### src/include/dmacp_defs.svh
// Register indices, field positions and reset values.
// Assumes a 32-bit AXI4-Lite slave; byte address is four times the index.
`ifndef DMACP_DEFS_SVH
`define DMACP_DEFS_SVH

`define DMACP_AXI_ADDR_W      8
`define DMACP_IDX_LAST_CHAN   5'h0f
`define DMACP_IDX_CHCR0       5'h10
`define DMACP_IDX_PCR         5'h14
`define DMACP_IDX_ICR         5'h15
`define DMACP_IDX_DCR         5'h16
`define DMACP_IDX_EVT_STATUS  5'h18
`define DMACP_IDX_EVT_MASK    5'h19

`define DMACP_SEL_ADDR_HI     2'h0
`define DMACP_SEL_ADDR_LO     2'h1
`define DMACP_SEL_COUNT_HI    2'h2
`define DMACP_SEL_COUNT_LO    2'h3

`define DMACP_CHANNEL_CONTROL_DIR        0
`define DMACP_CHANNEL_CONTROL_BURST      1
`define DMACP_CHANNEL_CONTROL_FLOAT      2
`define DMACP_CHANNEL_CONTROL_DOWN       3
`define DMACP_CHANNEL_CONTROL_BUSY       6
`define DMACP_CHANNEL_CONTROL_DONE       7
`define DMACP_PCR_ROTATE      7
`define DMACP_ICR_FLAG        7

`define DMACP_RESET_BYTE      8'h00
`define DMACP_RESET_WORD      16'h0000
`define DMACP_COUNT_LAST      16'h0001

`define DMACP_RESP_OKAY       2'h0
`define DMACP_RESP_SLVERR     2'h2

`endif

### src/include/dmacp_pkg.sv
// Types used by the DMA channel controller top; the arbiter uses its own parameters.
// Assumes four channels selected by a two-bit index.
package dmacp_pkg;

  typedef logic [1:0] dmacp_chan_t;

  typedef enum logic [3:0] {
    ST_IDLE  = 4'b0001,
    ST_GRANT = 4'b0010,
    ST_XFER  = 4'b0100,
    ST_HOLD  = 4'b1000
  } dmacp_state_e;

endpackage : dmacp_pkg

### src/rtl/dmacp_arbiter.sv
// Channel arbiter: fixed numerical order or rotating order by completion age.
// Assumes done_valid_in pulses once per finished block, in the clk_in domain.
`timescale 1ns/1ps
module dmacp_arbiter #(
  parameter int N  = 4,
  parameter int IW = 2
) (
  // Clock and reset
  input  wire logic          clk_in,
  input  wire logic          reset_in,
  // Requests and mode
  input  wire logic [N-1:0]  pending_in,
  input  wire logic          rotate_in,
  // Completion report
  input  wire logic          done_valid_in,
  input  wire logic [IW-1:0] done_chan_in,
  // Choice
  output logic               pick_valid_out,
  output logic [IW-1:0]      pick_chan_out
);

  if (N < 2 || (1 << IW) < N) begin : g_bad_size
    $error("dmacp_arbiter: IW too narrow for N");
  end

  // Position 0 holds the channel that finished longest ago
  logic [IW-1:0] order [N];
  logic [IW-1:0] done_pos;

  always_comb begin
    done_pos = '0;
    for (int i = 0; i < N; i++) begin
      if (order[i] == done_chan_in) begin
        done_pos = IW'(i);
      end
    end
  end

  always_ff @(posedge clk_in) begin
    if (reset_in) begin
      for (int i = 0; i < N; i++) begin
        order[i] <= IW'(i);
      end
    end else if (done_valid_in) begin
      // Finished channel moves to the back, ranking lowest
      for (int i = 0; i < N - 1; i++) begin
        if (IW'(i) >= done_pos) begin
          order[i] <= order[i + 1];
        end
      end
      order[N - 1] <= done_chan_in;
    end
  end

  always_comb begin
    pick_valid_out = |pending_in;
    pick_chan_out  = '0;
    if (rotate_in) begin
      for (int i = N - 1; i >= 0; i--) begin
        if (pending_in[order[i]]) begin
          pick_chan_out = order[i];
        end
      end
    end else begin
      for (int i = N - 1; i >= 0; i--) begin
        if (pending_in[i]) begin
          pick_chan_out = IW'(i);
        end
      end
    end
  end

endmodule : dmacp_arbiter

### src/rtl/dmacp_top.sv
// Four-channel DMA control: channel registers, priority, request service and interrupts.
// Assumes an AXI4-Lite master on clk_in and peripherals synchronous to clk_in.
//
// How it works
// - Direction bit 1 drives rw high (memory read); 0 drives it low.
// - Burst bit 1 with method bit 0 holds the bus for the whole block; otherwise the bus is freed per byte.
// - Method bit 0 uses halt request; 1 uses clock stretch request.
// - Address steps down by one when down bit is 1, else up.
// - Busy flag sets on first request, clears when count reaches zero.
// - Block-end flag sets at block end, clears when control register is read.
// - Active-low interrupt is OR of block-end flags gated by enables.
// - Interrupt-control top bit mirrors the interrupt output, 1 while low.
// - Request-accept enable 0 ignores that channel's request and acknowledge.
// - Enable cleared mid-block stops service, keeping address and count.
// - Rotate bit 0 gives fixed priority, channel 0 first.
// - Rotate bit 1 ranks the longest-ago finished channel highest.
// - Unused register bits read as zero.
// - Byte count drops by one per byte; zero ends the block.
`timescale 1ns/1ps
`include "dmacp_defs.svh"
module dmacp_top #(
  parameter int CHANNELS = 4
) (
  // Clock and reset
  input  wire logic        clk_in,
  input  wire logic        reset_in,
  // AXI4-Lite write address and data
  input  wire logic [7:0]  s_axi_awaddr_in,
  input  wire logic        s_axi_awvalid_in,
  output logic             s_axi_awready_out,
  input  wire logic [31:0] s_axi_wdata_in,
  input  wire logic [3:0]  s_axi_wstrb_in,
  input  wire logic        s_axi_wvalid_in,
  output logic             s_axi_wready_out,
  // AXI4-Lite write response
  output logic [1:0]       s_axi_bresp_out,
  output logic             s_axi_bvalid_out,
  input  wire logic        s_axi_bready_in,
  // AXI4-Lite read
  input  wire logic [7:0]  s_axi_araddr_in,
  input  wire logic        s_axi_arvalid_in,
  output logic             s_axi_arready_out,
  output logic [31:0]      s_axi_rdata_out,
  output logic [1:0]       s_axi_rresp_out,
  output logic             s_axi_rvalid_out,
  input  wire logic        s_axi_rready_in,
  // Peripheral side
  input  wire logic [3:0]  transfer_request_in,
  output logic [3:0]       transfer_ack_out,
  output logic             block_done_out,
  // Processor bus side
  input  wire logic        bus_grant_in,
  output logic             halt_request_out,
  output logic             clock_stretch_request_out,
  output logic             rw_out,
  output logic [15:0]      address_out,
  // Interrupts
  output logic             irq_n_out,
  output logic             irq_out
);

  if (CHANNELS != 4) begin : g_bad_channels
    $error("dmacp_top: only four channels are served");
  end

  ////////////////////////////////////////////////////////////////////////////
  // State

  logic [15:0]             address [4];
  logic [15:0]             byte_count [4];
  logic [3:0]              channel_control [4];
  logic [3:0]              busy;
  logic [3:0]              done;
  logic [3:0]              request_accept_enable;
  logic                    rotate;
  logic [3:0]              irq_enable;
  logic [3:0]              evt_status;
  logic [3:0]              evt_mask;
  dmacp_pkg::dmacp_state_e state;
  dmacp_pkg::dmacp_chan_t  cur;

  logic [3:0]              pending;
  logic                    pick_valid;
  dmacp_pkg::dmacp_chan_t  pick_chan;
  logic                    xfer_step;
  logic                    block_end;
  logic [3:0]              cur_onehot;

  function automatic logic [15:0] step_address(input logic [15:0] a, input logic down);
    step_address = down ? a - 16'h0001 : a + 16'h0001;
  endfunction : step_address

  function automatic logic is_mapped(input logic [7:0] byte_addr);
    logic [4:0] idx;
    idx = byte_addr[6:2];
    is_mapped = !byte_addr[7] && (idx <= `DMACP_IDX_DCR || idx == `DMACP_IDX_EVT_STATUS ||
                                  idx == `DMACP_IDX_EVT_MASK);
  endfunction : is_mapped

  // Count of zero never asks for service, so a stale request cannot wrap it
  always_comb begin
    for (int i = 0; i < 4; i++) begin
      pending[i] = transfer_request_in[i] && request_accept_enable[i] &&
                   (byte_count[i] != `DMACP_RESET_WORD);
    end
  end

  assign xfer_step  = (state == dmacp_pkg::ST_XFER);
  assign block_end  = xfer_step && (byte_count[cur] == `DMACP_COUNT_LAST);
  assign cur_onehot = 4'h1 << cur;

  dmacp_arbiter #(
    .N  (4),
    .IW (2)
  ) u_arbiter (
    .clk_in         (clk_in),
    .reset_in       (reset_in),
    .pending_in     (pending),
    .rotate_in      (rotate),
    .done_valid_in  (block_end),
    .done_chan_in   (cur),
    .pick_valid_out (pick_valid),
    .pick_chan_out  (pick_chan)
  );

  ////////////////////////////////////////////////////////////////////////////
  // AXI4-Lite handshakes: one-cycle ready once the address (and, for writes, the data) waits

  logic       wr_fire;
  logic       rd_fire;
  logic [4:0] wr_idx;
  logic [4:0] rd_idx;
  logic       wr_byte;

  assign wr_fire = s_axi_awready_out;
  assign rd_fire = s_axi_arready_out;
  assign wr_idx  = s_axi_awaddr_in[6:2];
  assign rd_idx  = s_axi_araddr_in[6:2];
  assign wr_byte = wr_fire && s_axi_wstrb_in[0] && is_mapped(s_axi_awaddr_in);

  always_ff @(posedge clk_in) begin
    if (reset_in) begin
      s_axi_awready_out <= 1'b0;
      s_axi_wready_out  <= 1'b0;
      s_axi_bvalid_out  <= 1'b0;
      s_axi_bresp_out   <= `DMACP_RESP_OKAY;
    end else begin
      s_axi_awready_out <= 1'b0;
      s_axi_wready_out  <= 1'b0;
      if (s_axi_awvalid_in && s_axi_wvalid_in && !s_axi_awready_out && !s_axi_bvalid_out) begin
        s_axi_awready_out <= 1'b1;
        s_axi_wready_out  <= 1'b1;
      end
      if (wr_fire) begin
        s_axi_bvalid_out <= 1'b1;
        s_axi_bresp_out  <= is_mapped(s_axi_awaddr_in) ? `DMACP_RESP_OKAY : `DMACP_RESP_SLVERR;
      end else if (s_axi_bready_in) begin
        s_axi_bvalid_out <= 1'b0;
      end
    end
  end

  logic [7:0] read_byte;

  always_comb begin
    read_byte = `DMACP_RESET_BYTE;
    if (rd_idx <= `DMACP_IDX_LAST_CHAN) begin
      unique case (rd_idx[1:0])
        `DMACP_SEL_ADDR_HI:  read_byte = address[rd_idx[3:2]][15:8];
        `DMACP_SEL_ADDR_LO:  read_byte = address[rd_idx[3:2]][7:0];
        `DMACP_SEL_COUNT_HI: read_byte = byte_count[rd_idx[3:2]][15:8];
        `DMACP_SEL_COUNT_LO: read_byte = byte_count[rd_idx[3:2]][7:0];
      endcase
    end else if (rd_idx < `DMACP_IDX_PCR) begin
      read_byte = {done[rd_idx[1:0]], busy[rd_idx[1:0]], 2'h0, channel_control[rd_idx[1:0]]};
    end else if (rd_idx == `DMACP_IDX_PCR) begin
      read_byte = {rotate, 3'h0, request_accept_enable};
    end else if (rd_idx == `DMACP_IDX_ICR) begin
      read_byte = {!irq_n_out, 3'h0, irq_enable};
    end else if (rd_idx == `DMACP_IDX_EVT_STATUS) begin
      read_byte = {4'h0, evt_status};
    end else if (rd_idx == `DMACP_IDX_EVT_MASK) begin
      read_byte = {4'h0, evt_mask};
    end
  end

  always_ff @(posedge clk_in) begin
    if (reset_in) begin
      s_axi_arready_out <= 1'b0;
      s_axi_rvalid_out  <= 1'b0;
      s_axi_rdata_out   <= 32'h0000_0000;
      s_axi_rresp_out   <= `DMACP_RESP_OKAY;
    end else begin
      s_axi_arready_out <= s_axi_arvalid_in && !s_axi_arready_out && !s_axi_rvalid_out;
      if (rd_fire) begin
        s_axi_rvalid_out <= 1'b1;
        s_axi_rdata_out  <= is_mapped(s_axi_araddr_in) ? {24'h00_0000, read_byte} : 32'h0000_0000;
        s_axi_rresp_out  <= is_mapped(s_axi_araddr_in) ? `DMACP_RESP_OKAY : `DMACP_RESP_SLVERR;
      end else if (s_axi_rready_in) begin
        s_axi_rvalid_out <= 1'b0;
      end
    end
  end

  ////////////////////////////////////////////////////////////////////////////
  // Control registers

  always_ff @(posedge clk_in) begin
    if (reset_in) begin
      for (int i = 0; i < 4; i++) begin
        channel_control[i] <= 4'h0;
      end
      request_accept_enable <= 4'h0;
      rotate                <= 1'b0;
      irq_enable            <= 4'h0;
      evt_mask              <= 4'h0;
    end else if (wr_byte) begin
      if (wr_idx >= `DMACP_IDX_CHCR0 && wr_idx < `DMACP_IDX_PCR) begin
        channel_control[wr_idx[1:0]] <= s_axi_wdata_in[3:0];
      end
      if (wr_idx == `DMACP_IDX_PCR) begin
        request_accept_enable <= s_axi_wdata_in[3:0];
        rotate                <= s_axi_wdata_in[`DMACP_PCR_ROTATE];
      end
      if (wr_idx == `DMACP_IDX_ICR) begin
        irq_enable <= s_axi_wdata_in[3:0];
      end
      if (wr_idx == `DMACP_IDX_EVT_MASK) begin
        evt_mask <= s_axi_wdata_in[3:0];
      end
    end
  end

  ////////////////////////////////////////////////////////////////////////////
  // Address and count; a software write in the step cycle wins

  always_ff @(posedge clk_in) begin
    if (reset_in) begin
      for (int i = 0; i < 4; i++) begin
        address[i]    <= `DMACP_RESET_WORD;
        byte_count[i] <= `DMACP_RESET_WORD;
      end
    end else begin
      if (xfer_step) begin
        address[cur]    <= step_address(address[cur], channel_control[cur][`DMACP_CHANNEL_CONTROL_DOWN]);
        byte_count[cur] <= byte_count[cur] - 16'h0001;
      end
      if (wr_byte && wr_idx <= `DMACP_IDX_LAST_CHAN) begin
        unique case (wr_idx[1:0])
          `DMACP_SEL_ADDR_HI:  address[wr_idx[3:2]][15:8]    <= s_axi_wdata_in[7:0];
          `DMACP_SEL_ADDR_LO:  address[wr_idx[3:2]][7:0]     <= s_axi_wdata_in[7:0];
          `DMACP_SEL_COUNT_HI: byte_count[wr_idx[3:2]][15:8] <= s_axi_wdata_in[7:0];
          `DMACP_SEL_COUNT_LO: byte_count[wr_idx[3:2]][7:0]  <= s_axi_wdata_in[7:0];
        endcase
      end
    end
  end

  ////////////////////////////////////////////////////////////////////////////
  // Flags; a block end wins over any other update of the same channel's flags in that cycle

  always_ff @(posedge clk_in) begin
    if (reset_in) begin
      busy       <= 4'h0;
      done       <= 4'h0;
      evt_status <= 4'h0;
    end else begin
      for (int i = 0; i < 4; i++) begin
        if (block_end && cur == 2'(i)) begin
          busy[i]       <= 1'b0;
          done[i]       <= 1'b1;
          evt_status[i] <= 1'b1;
        end else begin
          if (pending[i]) begin
            busy[i] <= 1'b1;
          end
          if (rd_fire && is_mapped(s_axi_araddr_in) && rd_idx == `DMACP_IDX_CHCR0 + 5'(i)) begin
            done[i] <= 1'b0;
          end
          if (wr_byte && wr_idx == `DMACP_IDX_EVT_STATUS && s_axi_wdata_in[i]) begin
            evt_status[i] <= 1'b0;
          end
        end
      end
    end
  end

  always_ff @(posedge clk_in) begin
    if (reset_in) begin
      irq_n_out <= 1'b1;
      irq_out   <= 1'b0;
    end else begin
      irq_n_out <= !(|(done & irq_enable));
      irq_out   <= |(evt_status & evt_mask);
    end
  end

  ////////////////////////////////////////////////////////////////////////////
  // Service sequence

  always_ff @(posedge clk_in) begin
    if (reset_in) begin
      state                     <= dmacp_pkg::ST_IDLE;
      cur                       <= 2'h0;
      halt_request_out          <= 1'b0;
      clock_stretch_request_out <= 1'b0;
      transfer_ack_out          <= 4'h0;
      block_done_out            <= 1'b0;
      rw_out                    <= 1'b0;
      address_out               <= `DMACP_RESET_WORD;
    end else begin
      unique case (state)
        dmacp_pkg::ST_IDLE: begin
          // Wait for the previous grant to fall before asking again
          if (pick_valid && !bus_grant_in) begin
            cur                       <= pick_chan;
            halt_request_out          <= !channel_control[pick_chan][`DMACP_CHANNEL_CONTROL_FLOAT];
            clock_stretch_request_out <= channel_control[pick_chan][`DMACP_CHANNEL_CONTROL_FLOAT];
            state                     <= dmacp_pkg::ST_GRANT;
          end
        end
        dmacp_pkg::ST_GRANT, dmacp_pkg::ST_HOLD: begin
          // A dropped request keeps the bus asked for until it returns
          if (!request_accept_enable[cur]) begin
            halt_request_out          <= 1'b0;
            clock_stretch_request_out <= 1'b0;
            state                     <= dmacp_pkg::ST_IDLE;
          end else if (pending[cur] && bus_grant_in) begin
            transfer_ack_out <= cur_onehot;
            block_done_out   <= (byte_count[cur] == `DMACP_COUNT_LAST);
            rw_out           <= channel_control[cur][`DMACP_CHANNEL_CONTROL_DIR];
            address_out      <= address[cur];
            state            <= dmacp_pkg::ST_XFER;
          end
        end
        dmacp_pkg::ST_XFER: begin
          transfer_ack_out <= 4'h0;
          block_done_out   <= 1'b0;
          // Bus float with burst is not served as burst: it would starve the clock
          if (!block_end && channel_control[cur][`DMACP_CHANNEL_CONTROL_BURST] &&
              !channel_control[cur][`DMACP_CHANNEL_CONTROL_FLOAT]) begin
            state <= dmacp_pkg::ST_HOLD;
          end else begin
            halt_request_out          <= 1'b0;
            clock_stretch_request_out <= 1'b0;
            state                     <= dmacp_pkg::ST_IDLE;
          end
        end
      endcase
    end
  end

endmodule : dmacp_top

### config.mk
export PLATFORM = sky130hd
export DESIGN_NAME = dmacp_top
export DESIGN_NICKNAME = d
export VERILOG_FILES = /design/src/include/dmacp_pkg.sv /design/src/rtl/dmacp_arbiter.sv /design/src/rtl/dmacp_top.sv
export VERILOG_INCLUDE_DIRS = /design/src /design/src/include
export SDC_FILE = /design/constraint.sdc
export NUM_CORES = 1
export LEC_CHECK = 0
export BUFFER_PORTS_ARGS = -buffer_cell sky130_fd_sc_hd__buf_2
export CORE_MARGIN = 4
export CORE_UTILIZATION = 45
export DETAILED_ROUTE_END_ITERATION = 7
export SETUP_SLACK_MARGIN = 0.2
export SLEW_MARGIN = 20
export SYNTH_ARGS = -nofsm -noshare
export SYNTH_HDL_FRONTEND = slang
export SYNTH_HIERARCHICAL = 1
export SYNTH_SLANG_ARGS = --single-unit
### constraint.sdc
create_clock -name clk_in -period 5.45 [get_ports clk_in]
set_clock_uncertainty 0.15 [all_clocks]
set_input_delay 0.2725 -clock clk_in [delete_from_list [all_inputs] [get_ports clk_in]]
set_output_delay 0.2725 -clock clk_in [all_outputs]
set_load 0.02 [all_outputs]
==> impl_metrics.toml <==
[place]
dpl.hpwl_mm = 30.03
pre_cts_slack_ns = 1.164
gp_congestion = 0.8586
dp_cells = 1656
numPortBuffers = 73

[setup_path]
path_buf_inv = 1
crit_path_end_kind = "flop"
cp.required_ns = 5.71
crit_fanout = 16
worstSetupStartpointType = "flop"
worstPathArrival_ns = 4.66
rr_worst_depth = 9
max_stage_delay_ns = 0.80
cp_common_cell = "a211o_1"
crit_family = "compound AO/OA/AOI/OAI gates"
crit_slowest_cell = "dfxtp_2"
crit_type = "flop to flop"
rrSetupSlack_ns = 1.05
worstReg2RegEnd = "address[1][11]"
worstPathCellList = "buf_4 > mux4_2 > ha_1 > a211o_1 > a2111oi_0 > a211o_1 > nor4_1 > a311oi_1 > a22o_1"

[drt]
num_vias = 10760
drt_first_pass_iters = 7
drc_errors = 0
drt_iter0_drc = 1057
vias_per_cell = 6.272
wirelength_mm = 42.55
detail_route.wl_per_cell_um = 24.81
drtAntennaViolNets = 0

[global_route]
met2_usage_pct = 40.44
grt_overflow_total = 0
met1_usage_pct = 34.47
grt_pass1_vias = 10450
grt_max_degree = 65
busiest_layer = "met2"
antenna_found_initial = 3
grt_pass1_wl_mm = 64.56
grt_use_met3_pct = 4.547
grt_usage_pct = 25.19

[synthesis]
synth_edf_count = 152
yosys.cell_types.count = 78
ys_seq_area_share_pct = 44.47
synth_ff_type = "edfxtp_1"
synth_mux_area_share_pct = 17.24
syn-instance-count = 1254
synth_async_sr_flop_share_pct = 0
ys_top_cells_by_area = "edfxtp_1, mux4_2, dfxtp_1, nand2_1, nor2_1"
synthAdderAreaFrac_pct = 1.625
yosys.area_share.simple_pct = 15.24
synth_xor_area_share_pct = 2.262
synth-seq-cells = 225
syn_area_per_cell_sq_um = 10.80
synth_top_family_by_area = "multiplexers"
synth_top_area_share_pct = 33.69
syn_area_sq_um = 13550
synth_top_area_cell = "edfxtp_1"
synth_compound_gate_area_share_pct = 14.33
ys_warn_count = 6

[cells_and_area]
mostFrequentLayoutCell = "nand2_1"
drive_gt1_share_pct = 18.22
final_cell_mix = "nand2_1, edfxtp_1, nor2_1"
area_delta_synth_final_pct = 11.53
nets = 1384
final_util_pct = 50.99
fin_cells = 1715

[clock_network]
tritoncts.num_buffers = 26
clockBufferDepth = 3
path_clk_slew_ns = 0.06
htreeDepth = 1
cts_setup_buffers = 0
cts_sinks = 225
cts_resized = 0
ctsHoldBuffers = 9
clock_latency_ns = 0.55
cts.root.buffer_cell = "clkbuf_16"
cts_tree = "done"

[sta]
relSlewSlack_pct = 26.22
finalCriticalPeriod_ns = 4.405
fin_setup_tns_ns = 0
setup_ws_ns = 1.045
report.final.hold_viol_count = 0
min_period_over_period_pct = 80.82
fmax_mhz = 227.0
slew_viol_final = 0
worst_slew_pin_slew_ns = 1.107
setup_viol = 0
rsz0062_at_grt = "false"

[floorplanning]
die_w_um = 181.5
die_h_um = 181.5
die_area_sq_um = 32950
initial_core_util_pct = 45.72
core-area_sq_um = 29640
ios = 131
row_count = 63

[worst_hold_path]
hp-class = "primary input to flop"
hold_start = "s_axi_wdata_in[7]"
whs_path_depth = 3
hold_end = "rotate"

[flow_run]
maxCapViolations = 0

[power_and_ir_drop]
p_leak_nw = 5.323
power_mw = 4.032
ir_drop_v = 0.0001965
powerDensity_nw_per_um2 = 266.8

[run_status]
status = "complete, no violations"
## cell families after synthesis
logic type               after synthesis
buffers and inverters                135
adder cells (fa/ha/maj)               17
flip-flops                           225
multiplexers                         126
AND/OR/NAND/NOR                      432
XOR/XNOR                              35
other                                  1
AO/OA/AOI/OAI                        283
## synthesized netlist by cell type, types with 24 or more instances
cell / count
o31ai_1: 57
nand2b_1: 26
a21oi_1: 38
buf_4: 27
mux4_2: 79
mux2i_1: 38
dfxtp_1: 73
edfxtp_1: 152
clkbuf_1: 65
nor4_1: 24
a22o_1: 42
nor2_1: 130
nand2_1: 154
o21ai_0: 74
## worst reg2reg max path, stage by stage, from the launching register on
cell and delay [ns]:
dfxtp_2 0.80, buf_4 0.41, mux4_2 0.57, ha_1 0.38
a211o_1 0.32, a2111oi_0 0.45, a211o_1 0.29, nor4_1 0.09
a311oi_1 0.58, a22o_1 0.24
## area by class of cell
type	instances	area, sq um
fill	2715	14530
multi-input combinational	919	6982
sequential	225	6028
clock buffer	42	825.8
timing repair buffer	113	690.7
tap	390	488.0
inverter	18	67.56
clock inverter	6	25.02
antenna	2	5.005
## worst max path at each step
stage | to | from | depth (start not counted) | slack [ns]
floorplan | address[0][11] | flop | 12 | 1.54
global placement | address[3][8] | flop | 9 | 1.15
detailed placement | u_arbiter/order[0][1] | flop | 11 | 1.16
CTS | u_arbiter/order[0][0] | flop | 11 | 1.15
global route | u_arbiter/order[1][0] | flop | 11 | 0.83
finish | address[1][11] | flop | 9 | 1.05
## metrics by stage
| step | cell area, sq um | hold WS (ns) |
|---|---|---|
| 5_1_grt | 15110 | 0.07139 |
| 3_3_place_gp | 14170 | 0.2756 |
| 6_report | 15110 | 0.03406 |
| 2_1_floorplan | 13640 | 0.2419 |
| 4_1_cts | 15110 | 0.01840 |
| 3_5_place_dp | 14170 | 0.2842 |
## registers in the layout, summed over array words and instances, names as in the netlist, 2 cells and up, named ones only
signal,count
evt_status,4
evt_mask,4
transfer_ack_out,4
done,4
state,4
address,64
u_arbiter/order,8
byte_count,64
busy,4
request_accept_enable,4
s_axi_rdata_out,8
address_out,16
channel_control,16
irq_enable,4
cur,2
## where the power goes
group | total [mW] | switching (mW) | internal [mW]
clock network | 1.74 | 0.709 | 1.03
registers | 1.90 | 0.0343 | 1.86
logic | 0.396 | 0.260 | 0.136
## routing by layer
metal | share of wire (%) | vias to the layer above
met5 | 0.042 | -
met4 | 3.8 | 2
met3 | 9.0 | 96
met2 | 46 | 555
met1 | 41 | 5272
li1 | - | 4832
Power figures use the tool's default switching activity.
